==> config.mk <==
export PLATFORM = sky130hd
export DESIGN_NAME = ldd_decoder
export DESIGN_NICKNAME = d
export VERILOG_FILES = /design/src/shared/ldd_pkg.sv /design/src/verilog/ldd_decoder.sv /design/src/verilog/ldd_match.sv
export VERILOG_INCLUDE_DIRS = /design/src /design/src/shared
export SDC_FILE = /design/constraint.sdc
export NUM_CORES = 1
export LEC_CHECK = 0
export BUFFER_PORTS_ARGS = -buffer_cell sky130_fd_sc_hd__buf_2
export CORE_MARGIN = 4
export CORE_UTILIZATION = 56
export CTS_BUF_LIST = sky130_fd_sc_hd__clkbuf_16
export CTS_CLUSTER_SIZE = 40
export DETAILED_ROUTE_END_ITERATION = 10
export PLACE_DENSITY = 0.76
export SETUP_SLACK_MARGIN = 0.2
export SLEW_MARGIN = 10
export SYNTH_ARGS = -nofsm -noshare
export SYNTH_HDL_FRONTEND = slang
export SYNTH_SLANG_ARGS = --single-unit
==> constraint.sdc <==
create_clock -name clk -period 2.85 [get_ports clk]
set_input_delay 0.1425 -clock clk [delete_from_list [all_inputs] [get_ports clk]]
set_output_delay 0.1425 -clock clk [all_outputs]
set_load 0.05 [all_outputs]
==> src/shared/ldd_map.svh <==
// Address map constants for the logical device I/O decoder.
// Assumes inclusion by the package and by design files; definitions only.
`ifndef LDD_MAP_SVH
`define LDD_MAP_SVH
`define LDD_IDX_CFG_A      8'h26
`define LDD_IDX_CFG_B      8'h27
`define LDD_IDX_GLOBAL     8'h24
`define LDD_IDX_LDN        8'h07
`define LDD_IDX_BASE_HI    8'h60
`define LDD_IDX_BASE_LO    8'h61
`define LDD_GLOBAL_Q16_BIT 6
`define LDD_CFG_PORT_S0    16'h002e
`define LDD_CFG_PORT_S1    16'h004e
`define LDD_KBD_DATA       12'h060
`define LDD_KBD_CMD        12'h064
`define LDD_RANGE_LO       12'h100
`define LDD_RANGE_HI_8     12'hff8
`define LDD_RANGE_HI_4     12'hffc
`define LDD_RANGE_HI_2     12'hffe
`define LDD_RANGE_HI_1     12'hfff
`define LDD_RT_RANGE_LO    12'h000
`define LDD_RT_RANGE_HI    12'hf7f
`define LDD_ECP_OFS        12'h400
`define LDD_ECP_LAST       12'h402
`define LDD_EPP_FIRST      3'h3
`define LDD_FDC_HOLE       3'h6
`define LDD_LDN_FDC        4'h0
`define LDD_LDN_PP         4'h3
`define LDD_LDN_SP1        4'h4
`define LDD_LDN_SP2        4'h5
`define LDD_LDN_GAME       4'h9
`define LDD_LDN_RT         4'ha
`define LDD_LDN_MIDI       4'hb
`define LDD_NUM_LDN        12
`endif

==> src/shared/ldd_pkg.sv <==
// Types for the logical device I/O decoder.
// Assumes ldd_map.svh is on the include path.
`include "ldd_map.svh"
package ldd_pkg;
   // Host I/O cycle as presented by the bus front end
   typedef struct packed {
      logic valid;
      logic write;
      logic [15:0] addr;
      logic [7:0] wdata;
   } ldd_io_req_s;

   // Decoded target: which device, and the offset within it
   typedef enum logic [3:0] {
      LDD_TGT_NONE = 4'h0,
      LDD_TGT_FDC = 4'h1,
      LDD_TGT_PP = 4'h2,
      LDD_TGT_PP_EPP = 4'h3,
      LDD_TGT_PP_ECP = 4'h4,
      LDD_TGT_SP1 = 4'h5,
      LDD_TGT_SP2 = 4'h6,
      LDD_TGT_KBD = 4'h7,
      LDD_TGT_GAME = 4'h8,
      LDD_TGT_RT = 4'h9,
      LDD_TGT_MIDI = 4'ha,
      LDD_TGT_CFG = 4'hb
   } ldd_tgt_e;

   typedef struct packed {
      logic hit;
      ldd_tgt_e tgt;
      logic [6:0] offset;
      logic write;
      logic [7:0] wdata;
   } ldd_sel_s;
endpackage : ldd_pkg

==> src/verilog/ldd_decoder.sv <==
// Host I/O decoder routing cycles to logical devices and config port.
// Assumes a bus front end on clk presents one-cycle I/O requests; the
// strap input comes from a pin and is synchronised here.
`include "ldd_map.svh"
module ldd_decoder #(
   parameter int NUM_LDN = `LDD_NUM_LDN
) (
   input wire logic clk,
   input wire logic srst,
   input wire logic config_address_strap,
   input wire ldd_pkg::ldd_io_req_s io_req,
   output ldd_pkg::ldd_sel_s sel,
   output logic [7:0] cfg_rdata,
   output logic cfg_rvalid
);
   import ldd_pkg::*;

   logic strap_s1_r;
   logic strap_s2_r;
   logic strap_taken_r;
   logic [7:0] index_r;
   logic [7:0] ldn_r;
   logic [7:0] global_r;
   logic [7:0] cfg_a_r;
   logic [7:0] cfg_b_r;
   logic [15:0] base_r [NUM_LDN];
   ldd_sel_s sel_r;
   ldd_sel_s sel_nxt;
   logic [7:0] cfg_rdata_r;
   logic cfg_rvalid_r;

   wire logic [11:0] a12;
   wire logic upper_ok;
   wire logic [15:0] cfg_base;
   wire logic cfg_hit_idx;
   wire logic cfg_hit_dat;
   wire logic dat_wr;
   wire logic dat_rd;
   wire logic [7:0] cfg_rd_val;

   // Pin strap passes two flops; only the second feeds the config logic
   always_ff @(posedge clk) begin
      strap_s1_r <= config_address_strap;
      strap_s2_r <= strap_s1_r;
   end

   // Address qualification
   assign a12 = io_req.addr[11:0];
   assign upper_ok = !global_r[`LDD_GLOBAL_Q16_BIT] ||
      (io_req.addr[15:12] == 4'h0);

   // Config port location from registers 26/27
   assign cfg_base = {cfg_b_r, cfg_a_r[7:1], 1'b0};
   assign cfg_hit_idx = io_req.valid &&
      (io_req.addr == cfg_base);
   assign cfg_hit_dat = io_req.valid &&
      (io_req.addr == cfg_base + 16'h0001);
   assign dat_wr = cfg_hit_dat && io_req.write;
   assign dat_rd = cfg_hit_dat && !io_req.write;

   // Index compare shared by every config write strobe except wr_index
   function automatic logic at_index(input logic [7:0] cur,
      input logic [7:0] want);
      return cur == want;
   endfunction : at_index

   // One strobe per register keeps the flop processes short
   wire logic wr_index;
   wire logic wr_cfg_a;
   wire logic wr_cfg_b;
   wire logic wr_global;
   wire logic wr_ldn;
   wire logic wr_base_hi;
   wire logic wr_base_lo;
   assign wr_index = cfg_hit_idx && io_req.write;
   assign wr_cfg_a = dat_wr && at_index(index_r, `LDD_IDX_CFG_A);
   assign wr_cfg_b = dat_wr && at_index(index_r, `LDD_IDX_CFG_B);
   assign wr_global = dat_wr && at_index(index_r, `LDD_IDX_GLOBAL);
   assign wr_ldn = dat_wr && at_index(index_r, `LDD_IDX_LDN);
   assign wr_base_hi = dat_wr && at_index(index_r, `LDD_IDX_BASE_HI);
   assign wr_base_lo = dat_wr && at_index(index_r, `LDD_IDX_BASE_LO);

   // Per-device comparators
   wire logic [11:0] b_fdc, b_pp, b_sp1, b_sp2, b_game, b_rt, b_midi;
   assign b_fdc = base_r[`LDD_LDN_FDC][11:0];
   assign b_pp = base_r[`LDD_LDN_PP][11:0];
   assign b_sp1 = base_r[`LDD_LDN_SP1][11:0];
   assign b_sp2 = base_r[`LDD_LDN_SP2][11:0];
   assign b_game = base_r[`LDD_LDN_GAME][11:0];
   assign b_rt = base_r[`LDD_LDN_RT][11:0];
   assign b_midi = base_r[`LDD_LDN_MIDI][11:0];

   wire logic h_fdc, h_pp4, h_sp1, h_sp2, h_game, h_rt, h_midi;
   wire logic ok_pp4, ok_pp8, h_pp8, h_ecp;
   wire logic [6:0] o_fdc, o_pp, o_sp1, o_sp2, o_game, o_rt, o_midi;
   wire logic [6:0] o_ecp;

   ldd_match #(.ALIGN_BITS(3), .RANGE_LO(`LDD_RANGE_LO),
      .RANGE_HI(`LDD_RANGE_HI_8)) u_fdc (.base(b_fdc), .addr(a12),
      .base_ok(), .hit(h_fdc), .offset(o_fdc));
   ldd_match #(.ALIGN_BITS(2), .RANGE_LO(`LDD_RANGE_LO),
      .RANGE_HI(`LDD_RANGE_HI_4)) u_pp4 (.base(b_pp), .addr(a12),
      .base_ok(ok_pp4), .hit(h_pp4), .offset(o_pp));
   ldd_match #(.ALIGN_BITS(3), .RANGE_LO(`LDD_RANGE_LO),
      .RANGE_HI(`LDD_RANGE_HI_8)) u_pp8 (.base(b_pp), .addr(a12),
      .base_ok(ok_pp8), .hit(h_pp8), .offset());
   ldd_match #(.ALIGN_BITS(2), .RANGE_LO(`LDD_RANGE_LO + `LDD_ECP_OFS),
      .RANGE_HI(`LDD_RANGE_HI_1)) u_ecp (
      .base(b_pp + `LDD_ECP_OFS), .addr(a12),
      .base_ok(), .hit(h_ecp), .offset(o_ecp));
   ldd_match #(.ALIGN_BITS(3), .RANGE_LO(`LDD_RANGE_LO),
      .RANGE_HI(`LDD_RANGE_HI_8)) u_sp1 (.base(b_sp1), .addr(a12),
      .base_ok(), .hit(h_sp1), .offset(o_sp1));
   ldd_match #(.ALIGN_BITS(3), .RANGE_LO(`LDD_RANGE_LO),
      .RANGE_HI(`LDD_RANGE_HI_8)) u_sp2 (.base(b_sp2), .addr(a12),
      .base_ok(), .hit(h_sp2), .offset(o_sp2));
   ldd_match #(.ALIGN_BITS(0), .RANGE_LO(`LDD_RANGE_LO),
      .RANGE_HI(`LDD_RANGE_HI_1)) u_game (.base(b_game), .addr(a12),
      .base_ok(), .hit(h_game), .offset(o_game));
   ldd_match #(.ALIGN_BITS(7), .RANGE_LO(`LDD_RT_RANGE_LO),
      .RANGE_HI(`LDD_RT_RANGE_HI)) u_rt (.base(b_rt), .addr(a12),
      .base_ok(), .hit(h_rt), .offset(o_rt));
   ldd_match #(.ALIGN_BITS(1), .RANGE_LO(`LDD_RANGE_LO),
      .RANGE_HI(`LDD_RANGE_HI_2)) u_midi (.base(b_midi), .addr(a12),
      .base_ok(), .hit(h_midi), .offset(o_midi));

   // Parallel port split: low three via 4-byte match, EPP only if 8-aligned
   // ECP block answers only while the 4-byte base itself is legal
   wire logic pp_low;
   wire logic pp_epp;
   wire logic ecp_ok;
   wire logic fdc_ok;
   assign pp_low = h_pp4 && (o_pp[1:0] != 2'h3);
   assign pp_epp = ok_pp8 && h_pp8 &&
      (o_pp[2:0] >= `LDD_EPP_FIRST);
   assign ecp_ok = ok_pp4 && h_ecp &&
      ({5'h0, o_ecp} <= (`LDD_ECP_LAST - `LDD_ECP_OFS));
   assign fdc_ok = h_fdc && (o_fdc[2:0] != `LDD_FDC_HOLE);

   // Priority: config port, keyboard, then relocatable devices
   always_comb begin
      sel_nxt = '0;
      sel_nxt.write = io_req.write;
      sel_nxt.wdata = io_req.wdata;
      if (!io_req.valid) begin
         sel_nxt.hit = 1'b0;
      end else if (cfg_hit_idx || cfg_hit_dat) begin
         sel_nxt.hit = 1'b1;
         sel_nxt.tgt = LDD_TGT_CFG;
         sel_nxt.offset = {6'h0, cfg_hit_dat};
      end else if (!upper_ok) begin
         sel_nxt.hit = 1'b0;
      end else if (a12 == `LDD_KBD_DATA || a12 == `LDD_KBD_CMD) begin
         sel_nxt.hit = 1'b1;
         sel_nxt.tgt = LDD_TGT_KBD;
         sel_nxt.offset = {4'h0, a12[2:0]};
      end else if (fdc_ok) begin
         sel_nxt.hit = 1'b1;
         sel_nxt.tgt = LDD_TGT_FDC;
         sel_nxt.offset = o_fdc;
      end else if (pp_epp) begin
         sel_nxt.hit = 1'b1;
         sel_nxt.tgt = LDD_TGT_PP_EPP;
         sel_nxt.offset = o_pp;
      end else if (pp_low) begin
         sel_nxt.hit = 1'b1;
         sel_nxt.tgt = LDD_TGT_PP;
         sel_nxt.offset = {5'h0, o_pp[1:0]};
      end else if (ecp_ok) begin
         sel_nxt.hit = 1'b1;
         sel_nxt.tgt = LDD_TGT_PP_ECP;
         sel_nxt.offset = o_ecp;
      end else if (h_sp1) begin
         sel_nxt.hit = 1'b1;
         sel_nxt.tgt = LDD_TGT_SP1;
         sel_nxt.offset = o_sp1;
      end else if (h_sp2) begin
         sel_nxt.hit = 1'b1;
         sel_nxt.tgt = LDD_TGT_SP2;
         sel_nxt.offset = o_sp2;
      end else if (h_game) begin
         sel_nxt.hit = 1'b1;
         sel_nxt.tgt = LDD_TGT_GAME;
         sel_nxt.offset = o_game;
      end else if (h_rt) begin
         sel_nxt.hit = 1'b1;
         sel_nxt.tgt = LDD_TGT_RT;
         sel_nxt.offset = o_rt;
      end else if (h_midi) begin
         sel_nxt.hit = 1'b1;
         sel_nxt.tgt = LDD_TGT_MIDI;
         sel_nxt.offset = o_midi;
      end else begin
         sel_nxt.hit = 1'b0;
      end
   end

   // Config data readback mux
   wire logic [3:0] ldn4;
   wire logic ldn_valid;
   assign ldn4 = ldn_r[3:0];
   assign ldn_valid = ldn_r < 8'(NUM_LDN);
   assign cfg_rd_val =
      (index_r == `LDD_IDX_CFG_A) ? cfg_a_r :
      (index_r == `LDD_IDX_CFG_B) ? cfg_b_r :
      (index_r == `LDD_IDX_GLOBAL) ? global_r :
      (index_r == `LDD_IDX_LDN) ? ldn_r :
      (index_r == `LDD_IDX_BASE_HI && ldn_valid) ? base_r[ldn4][15:8] :
      (index_r == `LDD_IDX_BASE_LO && ldn_valid) ? base_r[ldn4][7:0] :
      8'h00;

   // Config registers; the strap is caught one cycle after reset release
   // because an async-style reset load from a pin is not allowed
   // The strap load wins over a write to 26 landing on that same edge
   always_ff @(posedge clk) begin
      if (srst) begin
         strap_taken_r <= 1'b0;
         index_r <= 8'h00;
         ldn_r <= 8'h00;
         global_r <= 8'h00;
         cfg_a_r <= 8'(`LDD_CFG_PORT_S0);
         cfg_b_r <= 8'h00;
      end else begin
         if (!strap_taken_r) begin
            strap_taken_r <= 1'b1;
            cfg_a_r <= strap_s2_r ? 8'(`LDD_CFG_PORT_S1) :
               8'(`LDD_CFG_PORT_S0);
         end else if (wr_cfg_a) begin
            cfg_a_r <= io_req.wdata;
         end
         if (wr_index) begin
            index_r <= io_req.wdata;
         end
         if (wr_cfg_b) begin
            cfg_b_r <= io_req.wdata;
         end
         if (wr_global) begin
            global_r <= io_req.wdata;
         end
         if (wr_ldn) begin
            ldn_r <= io_req.wdata;
         end
      end
   end

   // Per-device base registers, zero at reset
   // Upper byte is stored whole; only bits 11..0 enter the compare
   generate
      for (genvar i = 0; i < NUM_LDN; i++) begin : g_base
         always_ff @(posedge clk) begin
            if (srst) begin
               base_r[i] <= 16'h0000;
            end else if (dat_wr && ldn_r == 8'(i)) begin
               if (wr_base_hi) begin
                  base_r[i][15:8] <= io_req.wdata;
               end else if (wr_base_lo) begin
                  base_r[i][7:0] <= io_req.wdata;
               end
            end
         end
      end
   endgenerate

   // Registered outputs: decode and read data one cycle after request
   // Costs a cycle of latency but gives devices a glitch-free select
   always_ff @(posedge clk) begin
      if (srst) begin
         sel_r <= '0;
         cfg_rdata_r <= 8'h00;
         cfg_rvalid_r <= 1'b0;
      end else begin
         sel_r <= sel_nxt;
         cfg_rvalid_r <= dat_rd || (cfg_hit_idx && !io_req.write);
         cfg_rdata_r <= dat_rd ? cfg_rd_val : index_r;
      end
   end

   assign sel = sel_r;
   assign cfg_rdata = cfg_rdata_r;
   assign cfg_rvalid = cfg_rvalid_r;
endmodule : ldd_decoder

==> src/verilog/ldd_match.sv <==
// One logical device base comparator with range and alignment checks.
// Assumes base and address are 12-bit I/O addresses on the same clock.
module ldd_match #(
   parameter int ALIGN_BITS = 3,
   parameter logic [11:0] RANGE_LO = 12'h100,
   parameter logic [11:0] RANGE_HI = 12'hff8
) (
   input wire logic [11:0] base,
   input wire logic [11:0] addr,
   output logic base_ok,
   output logic hit,
   output logic [6:0] offset
);
   wire logic in_range;
   wire logic aligned;
   wire logic [11:0] diff;

   // Base must sit in range and on its boundary, else device is dead
   assign in_range = (base >= RANGE_LO) && (base <= RANGE_HI);
   generate
      if (ALIGN_BITS == 0) begin : g_noalign
         assign aligned = 1'b1;
         assign hit = base_ok && (addr == base);
      end else begin : g_align
         assign aligned = (base[ALIGN_BITS-1:0] == '0);
         assign hit = base_ok &&
            (addr[11:ALIGN_BITS] == base[11:ALIGN_BITS]);
      end
   endgenerate
   assign base_ok = in_range && aligned;
   assign diff = addr - base;
   assign offset = diff[6:0];
endmodule : ldd_match

* Word-level counts from Yosys, hierarchy flattened
Memories as Yosys holds them, arrays and structs flattened. A register that Yosys moved wholly into a read port is not among the register bits.
Cells that the tools add are included.
** Cells by class
- Reduce and logical (&&, ||, !) cells :: 76
- Order comparisons :: 20
- Bitwise logic cells :: 27
- Divide/modulo/power cells :: 0
- Equal/unequal tests :: 33
- $mul :: 0
- Muxes and demuxes :: 128
- Shifts and indexed selects :: 0
- Add/subtract/negate cells :: 10
** Operators with widths (number)
- $mux 8 :: 33
- $mux 12 :: 10
- $le 12x12->1 const B :: 9
- $mux 1 :: 80
- $ge 12x9->1 const B :: 6
- $logic_and 1x1->1 :: 58
- $sub 7x7->7 :: 8
- $eq 8x3->1 const B :: 5
- $eq 9x9->1 :: 4
- $eq 16x16->1 :: 2
- $eq 8x4->1 const B :: 4
- $eq 12x7->1 const B :: 2
- $eq 8x6->1 const B :: 3
- $or 1x1->1 :: 24
- $mux 11 :: 2
- $eq 10x10->1 :: 2
- $add 16x1->16 const B :: 1
- $eq 8x2->1 const B :: 2
- $eq 8x7->1 const B :: 2
- $add 12x11->12 const B :: 1
- $eq 12x12->1 :: 1
- $ge 12x1->1 const B :: 1
- $ge 12x11->1 const B :: 1
- $logic_not 3->1 :: 4
- other kinds (21) :: 29
** Word-level totals
- Logic and storage cells :: 313
- Bits in latches :: 0
- Bits of input ports :: 29
- Flip-flop bits (word level) :: 73
- Bits in read-only memories :: 0
- Memories kept :: 1
- Bits in writable memories :: 192
- Output and inout bits :: 30
** Memories
- base_r :: words 12, width 16, read ports 8, clocked after Yosys merged registers in 1, write ports 12, line ldd_decoder.sv:26 : logic [15:0] base_r [NUM_LDN];

* Logic depth before layout (Yosys ltp)
An unclocked memory read counts as a cell.
- Depth in word-level cells :: 17
- Gate-level depth with buffers :: 12
- Mapped depth without buffers :: 12

* Hierarchy
From an unflattened synthesis, not the netlist that was laid out.
** Unflattened totals
- Cell total of the unflattened synthesis :: 1491
- Area, all modules :: 15673.8 sq um
** By module, submodules not included
- ldd_decoder :: times used 1, cells an instance 1047, area each 12345.6 sq um, seq. area each 7307.0 sq um
- ldd_match at u_fdc ... :: times used 4, cells an instance 49, area each 372.9 sq um, seq. area each 0.0 sq um
- ldd_match at u_rt :: times used 1, cells an instance 50, area each 379.1 sq um, seq. area each 0.0 sq um
- ldd_match at u_game :: times used 1, cells an instance 52, area each 374.1 sq um, seq. area each 0.0 sq um
- ldd_match at u_ecp :: times used 1, cells an instance 51, area each 369.1 sq um, seq. area each 0.0 sq um
- ldd_match at u_pp4 :: times used 1, cells an instance 49, area each 367.9 sq um, seq. area each 0.0 sq um
- ldd_match at u_midi :: times used 1, cells an instance 46, area each 346.6 sq um, seq. area each 0.0 sq um

* Least setup slack after synthesis
No wires, ideal clock.
- Kind :: input-to-reg
- Start :: input port io_req[15] in the netlist's numbering
- End :: memory base_r[0][0], enable pin
- Data required time :: 2.521 ns
- Setup slack :: 0.121 ns
- Stages :: 9
- Buffers on the path :: 1
- Data arrival time :: 2.399 ns
- Library setup time :: 0.329 ns
- Path through :: buf_2 > xnor2_1 > nand4_1 > nor4_4 > nand3_2 > or4b_4 > nor3_4 > nand2_2 > nand2_1
** RTL lines
- start: declaration :: line ldd_decoder.sv:11 : input wire ldd_pkg::ldd_io_req_s io_req,
- end: declaration :: line ldd_decoder.sv:26

==> flow_summary.yaml <==
sta:
  post-route-worst-setup-slack_ns: 0.198
  grt_setup_unrepaired: "true"
  tightestPinTransition_ns: 0.712
  hold_ws_ns: 0.0949
  setup_viol: 0
  setup_total_negative_slack_ns: 0
  maxSlewViolCount: 0
  post-route-min-period_ns: 2.65
  finClkSkew_ns: 0.0183
  finalCritPeriodShare: 0.931
  timing.max_slew.rel_slack: 0.525
  final-hold-violation-count: 0
  max_freq_ghz: 0.377
grt:
  grt_busiest_layer: "met2"
  grt_util_met2: 0.463
  globalRouteOverflowTotal: 0
  grt_util_all_layers: 0.292
  first_pass_grt_wire_length_um: 64500
  groute.layer.met1.usage: 0.408
  grt_antenna_before_repair: 0
  global_route.usage.met3: 0.0535
  grt_pass1_vias: 11200
  maximum_number_of_pins_on_one_net_before_global_route_repair: 42
yosys:
  post_synth_instance_area_um2: 14300
  yosysTopAreaCell: "edfxtp_1"
  synth.ff_latch_count: 269
  ys_seq_area_frac: 0.510
  yosys.cell_types.count: 67
  ys_async_sr_fraction: 0
  synth_ff_type: "edfxtp_1"
  yosys.area.top_type_share: 0.403
  synth_fp_nets: 1425
  post_synthesis_area_per_instance_um2: 10.7
  synth-edff-count: 192
  synth.top_cells.by_area: "edfxtp_1, dfxtp_1, mux4_2, nor2_1, ha_1"
  synth_warnings: 0
  postSynthCellCount: 1344
setup_path:
  cpMaxStageDelayCell: "fa_2"
  r2r_slack_ns: 0.20
  cp.required_ns: 3.33
  worst_setup_path_end_kind: "flip-flop"
  cpMostUsedCell: "nand2_1"
  worstPathArrival_ns: 3.14
  timing.setup.critical_path_class: "flip-flop to flip-flop"
  timing.critical_path.from_type: "flip-flop"
  path_max_fanout: 7
  cpPeakStageDelay_ns: 0.53
  worstPathCellList: "ha_2 > inv_2 > fa_2 > nand2_1 > nor2_1 > nor4_1 > o211ai_1 > buf_4 > nand2_1 > or3_1 > o22ai_1"
pwr:
  power.density_cell_area_nw_per_um2: 524
  worst_ir_drop_vdd_uv: 481
  power.leakage_nw: 6.23
  total_power_mw: 8.88
route:
  detailed_router_s_first_iteration_violation_count: 1551
  wire_per_inst_um: 23.1
  route.detailed.vias_per_inst: 6.31
  drtPass1Iterations: 7
  total_via_count_after_detailed_routing: 11600
  route.final.wire_length_um: 42500
  route.detailed.drc: 0
  ant_nets: 0
floorplan:
  die_area_um2: 28200
  coreArea_um2: 25200
  die_height_um: 168
  io-pin-count: 59
  fp-row-count: 58
  die_x_um: 168
  initial_core_util: 0.569
placed_design:
  dpl.cell_count: 1765
  placed_cell_area_um2: 15500
  finalWeightedCongestion: 0.959
  port_buffers: 58
  hpwl_um: 30400
  place_worst_setup_slack_ns: 0.00461
cells_and_area:
  fraction_of_the_core_area_covered_by_cells_at_the_end_of_the_flow: 0.674
  area_growth_syn_to_layout_pct: 18.5
  layout_cells_sized_above_1: 0.235
  layoutNonFillerInstCount: 1842
  antenna_cells_inserted: 0
  post-route-cell-area_um2: 17000
  nets: 1570
hold_path:
  hold_crit_path_type: "primary input to flip-flop"
run:
  maxCapViolCount: 0
clock_tree:
  cts-root-to-sink-buffers: 3
  tritoncts.num_buffers: 29
  clock-root-buffer: "clkbuf_16"
  clk_pin_slew_ns: 0.06
  clock_latency_ns: 0.57
  cts_tree: "yes"
  cts.sinks: 269
  cts.htree.levels: 1
status:
  outcome: "complete, no violations"
-- report_power, final --
group,switching (mW),total [mW],internal [mW]
Sequential,0.0965,4.42,4.32
Clock,1.60,3.57,1.96
Combinational,0.551,0.898,0.347
Total,2.25,8.88,6.64
-- cells by family after synthesis --
| family | share of synthesized area |
|---|---|
| buffers and inverters | 0.0343 |
| and+or+nand+nor | 0.164 |
| xor gates and xnor gates | 0.0410 |
| DFF | 0.510 |
| adders and majority gates | 0.0491 |
| AOI/OAI and AO/OA | 0.0921 |
| muxes | 0.109 |
-- repair_timing --
| action | in CTS | in global routing |
|---|---|---|
| setup endpoints to repair | 25 | 237 |
| gates resized for setup | 9 | 77 |
| endpoints found under the hold margin | 42 | 0 |
| buffers inserted | 1 | 11 |
| hold buffers | 11 | 0 |
| pin swaps | 3 | 25 |
-- cells in the mapped netlist, types with 5 or more instances --
| cell | instances |
|---|---|
| a211oi_1 | 8 |
| a21o_1 | 11 |
| a21oi_1 | 56 |
| a31oi_1 | 12 |
| and2_1 | 5 |
| buf_1 | 9 |
| buf_2 | 8 |
| clkbuf_1 | 48 |
| dfxtp_1 | 77 |
| edfxtp_1 | 192 |
| fa_1 | 7 |
| ha_1 | 45 |
| inv_1 | 63 |
| mux2i_1 | 46 |
| mux4_2 | 48 |
| nand2_1 | 97 |
| nand2b_1 | 6 |
| nand3_1 | 15 |
| nand4_1 | 17 |
| nor2_1 | 278 |
| nor2b_1 | 20 |
| nor3_1 | 33 |
| nor4_1 | 8 |
| o211ai_1 | 5 |
| o21a_1 | 15 |
| o21ai_0 | 56 |
| o22ai_1 | 13 |
| or3_1 | 5 |
| xnor2_1 | 39 |
| xor2_1 | 28 |
-- state kept, by name, summed over array words and instances (netlist names), named ones only --
name	cells
base_r	192
sel	21
cfg_a_r	8
cfg_b_r	8
cfg_rdata	8
global_r	8
index_r	8
ldn_r	8
cfg_rvalid	1
strap_s1_r	1
strap_s2_r	1
strap_taken_r	1
-- worst paths after layout --
kind / from / end / cells past startpoint
worst max-delay path: base_r[0][0]$_SDFFCE_PN0P_ / sel[13]$_SDFF_PP0_ / 11
worst min-delay path: io_req[25] / sel[19]$_SDFF_PP0_ / 4
worst max register to register: base_r[0][0]$_SDFFCE_PN0P_ / sel[13]$_SDFF_PP0_ / 11
worst min register to register: strap_s1_r$_DFF_P_ / strap_s2_r$_DFF_P_ / 0
-- layout make-up --
type	count	area [um^2]
inverter	63	236
sequential	269	7330
multi-input combinational	947	6830
clock inverter	25	178
fill	1822	8220
clock buffer	29	726
timing repair buffer	179	1260
tap	330	413
-- worst max-delay path: cells and delay by family, from the launching register on --
family | cells | cell delay (ns)
compound gates | 2 | 0.45
buf+inv | 2 | 0.27
flops | 1 | 0.42
simple gates | 5 | 0.70
fa+ha+maj | 2 | 0.73
-- cells in the final DEF (no fill, tap or decap), types with 6 or more instances in the layout --
master	n
dfxtp_1	68
buf_2	58
nand3_1	15
xnor2_1	32
nand2_2	24
nand2b_1	6
buf_4	104
inv_2	7
nor3_1	31
mux2i_1	46
clkbuf_16	29
inv_1	63
a211oi_1	6
nand4_1	17
edfxtp_1	192
a31oi_1	12
o21a_1	14
ha_1	43
nor2b_1	18
dlygate4sd3_1	11
xnor2_2	7
o22ai_1	13
mux4_2	48
dfxtp_2	6
nand2_1	73
a21oi_1	55
o21ai_1	6
a21o_1	11
xor2_1	27
o21ai_0	50
clkinvlp_4	6
nor2_1	275
-- per-layer routing --
layer / share of wire / vias up
li1: - / 5145
met1: 0.39 / 5610
met2: 0.47 / 745
met3: 0.11 / 125
met4: 0.038 / 0
met5: 0 / -
(Power assumes the default switching activity.)
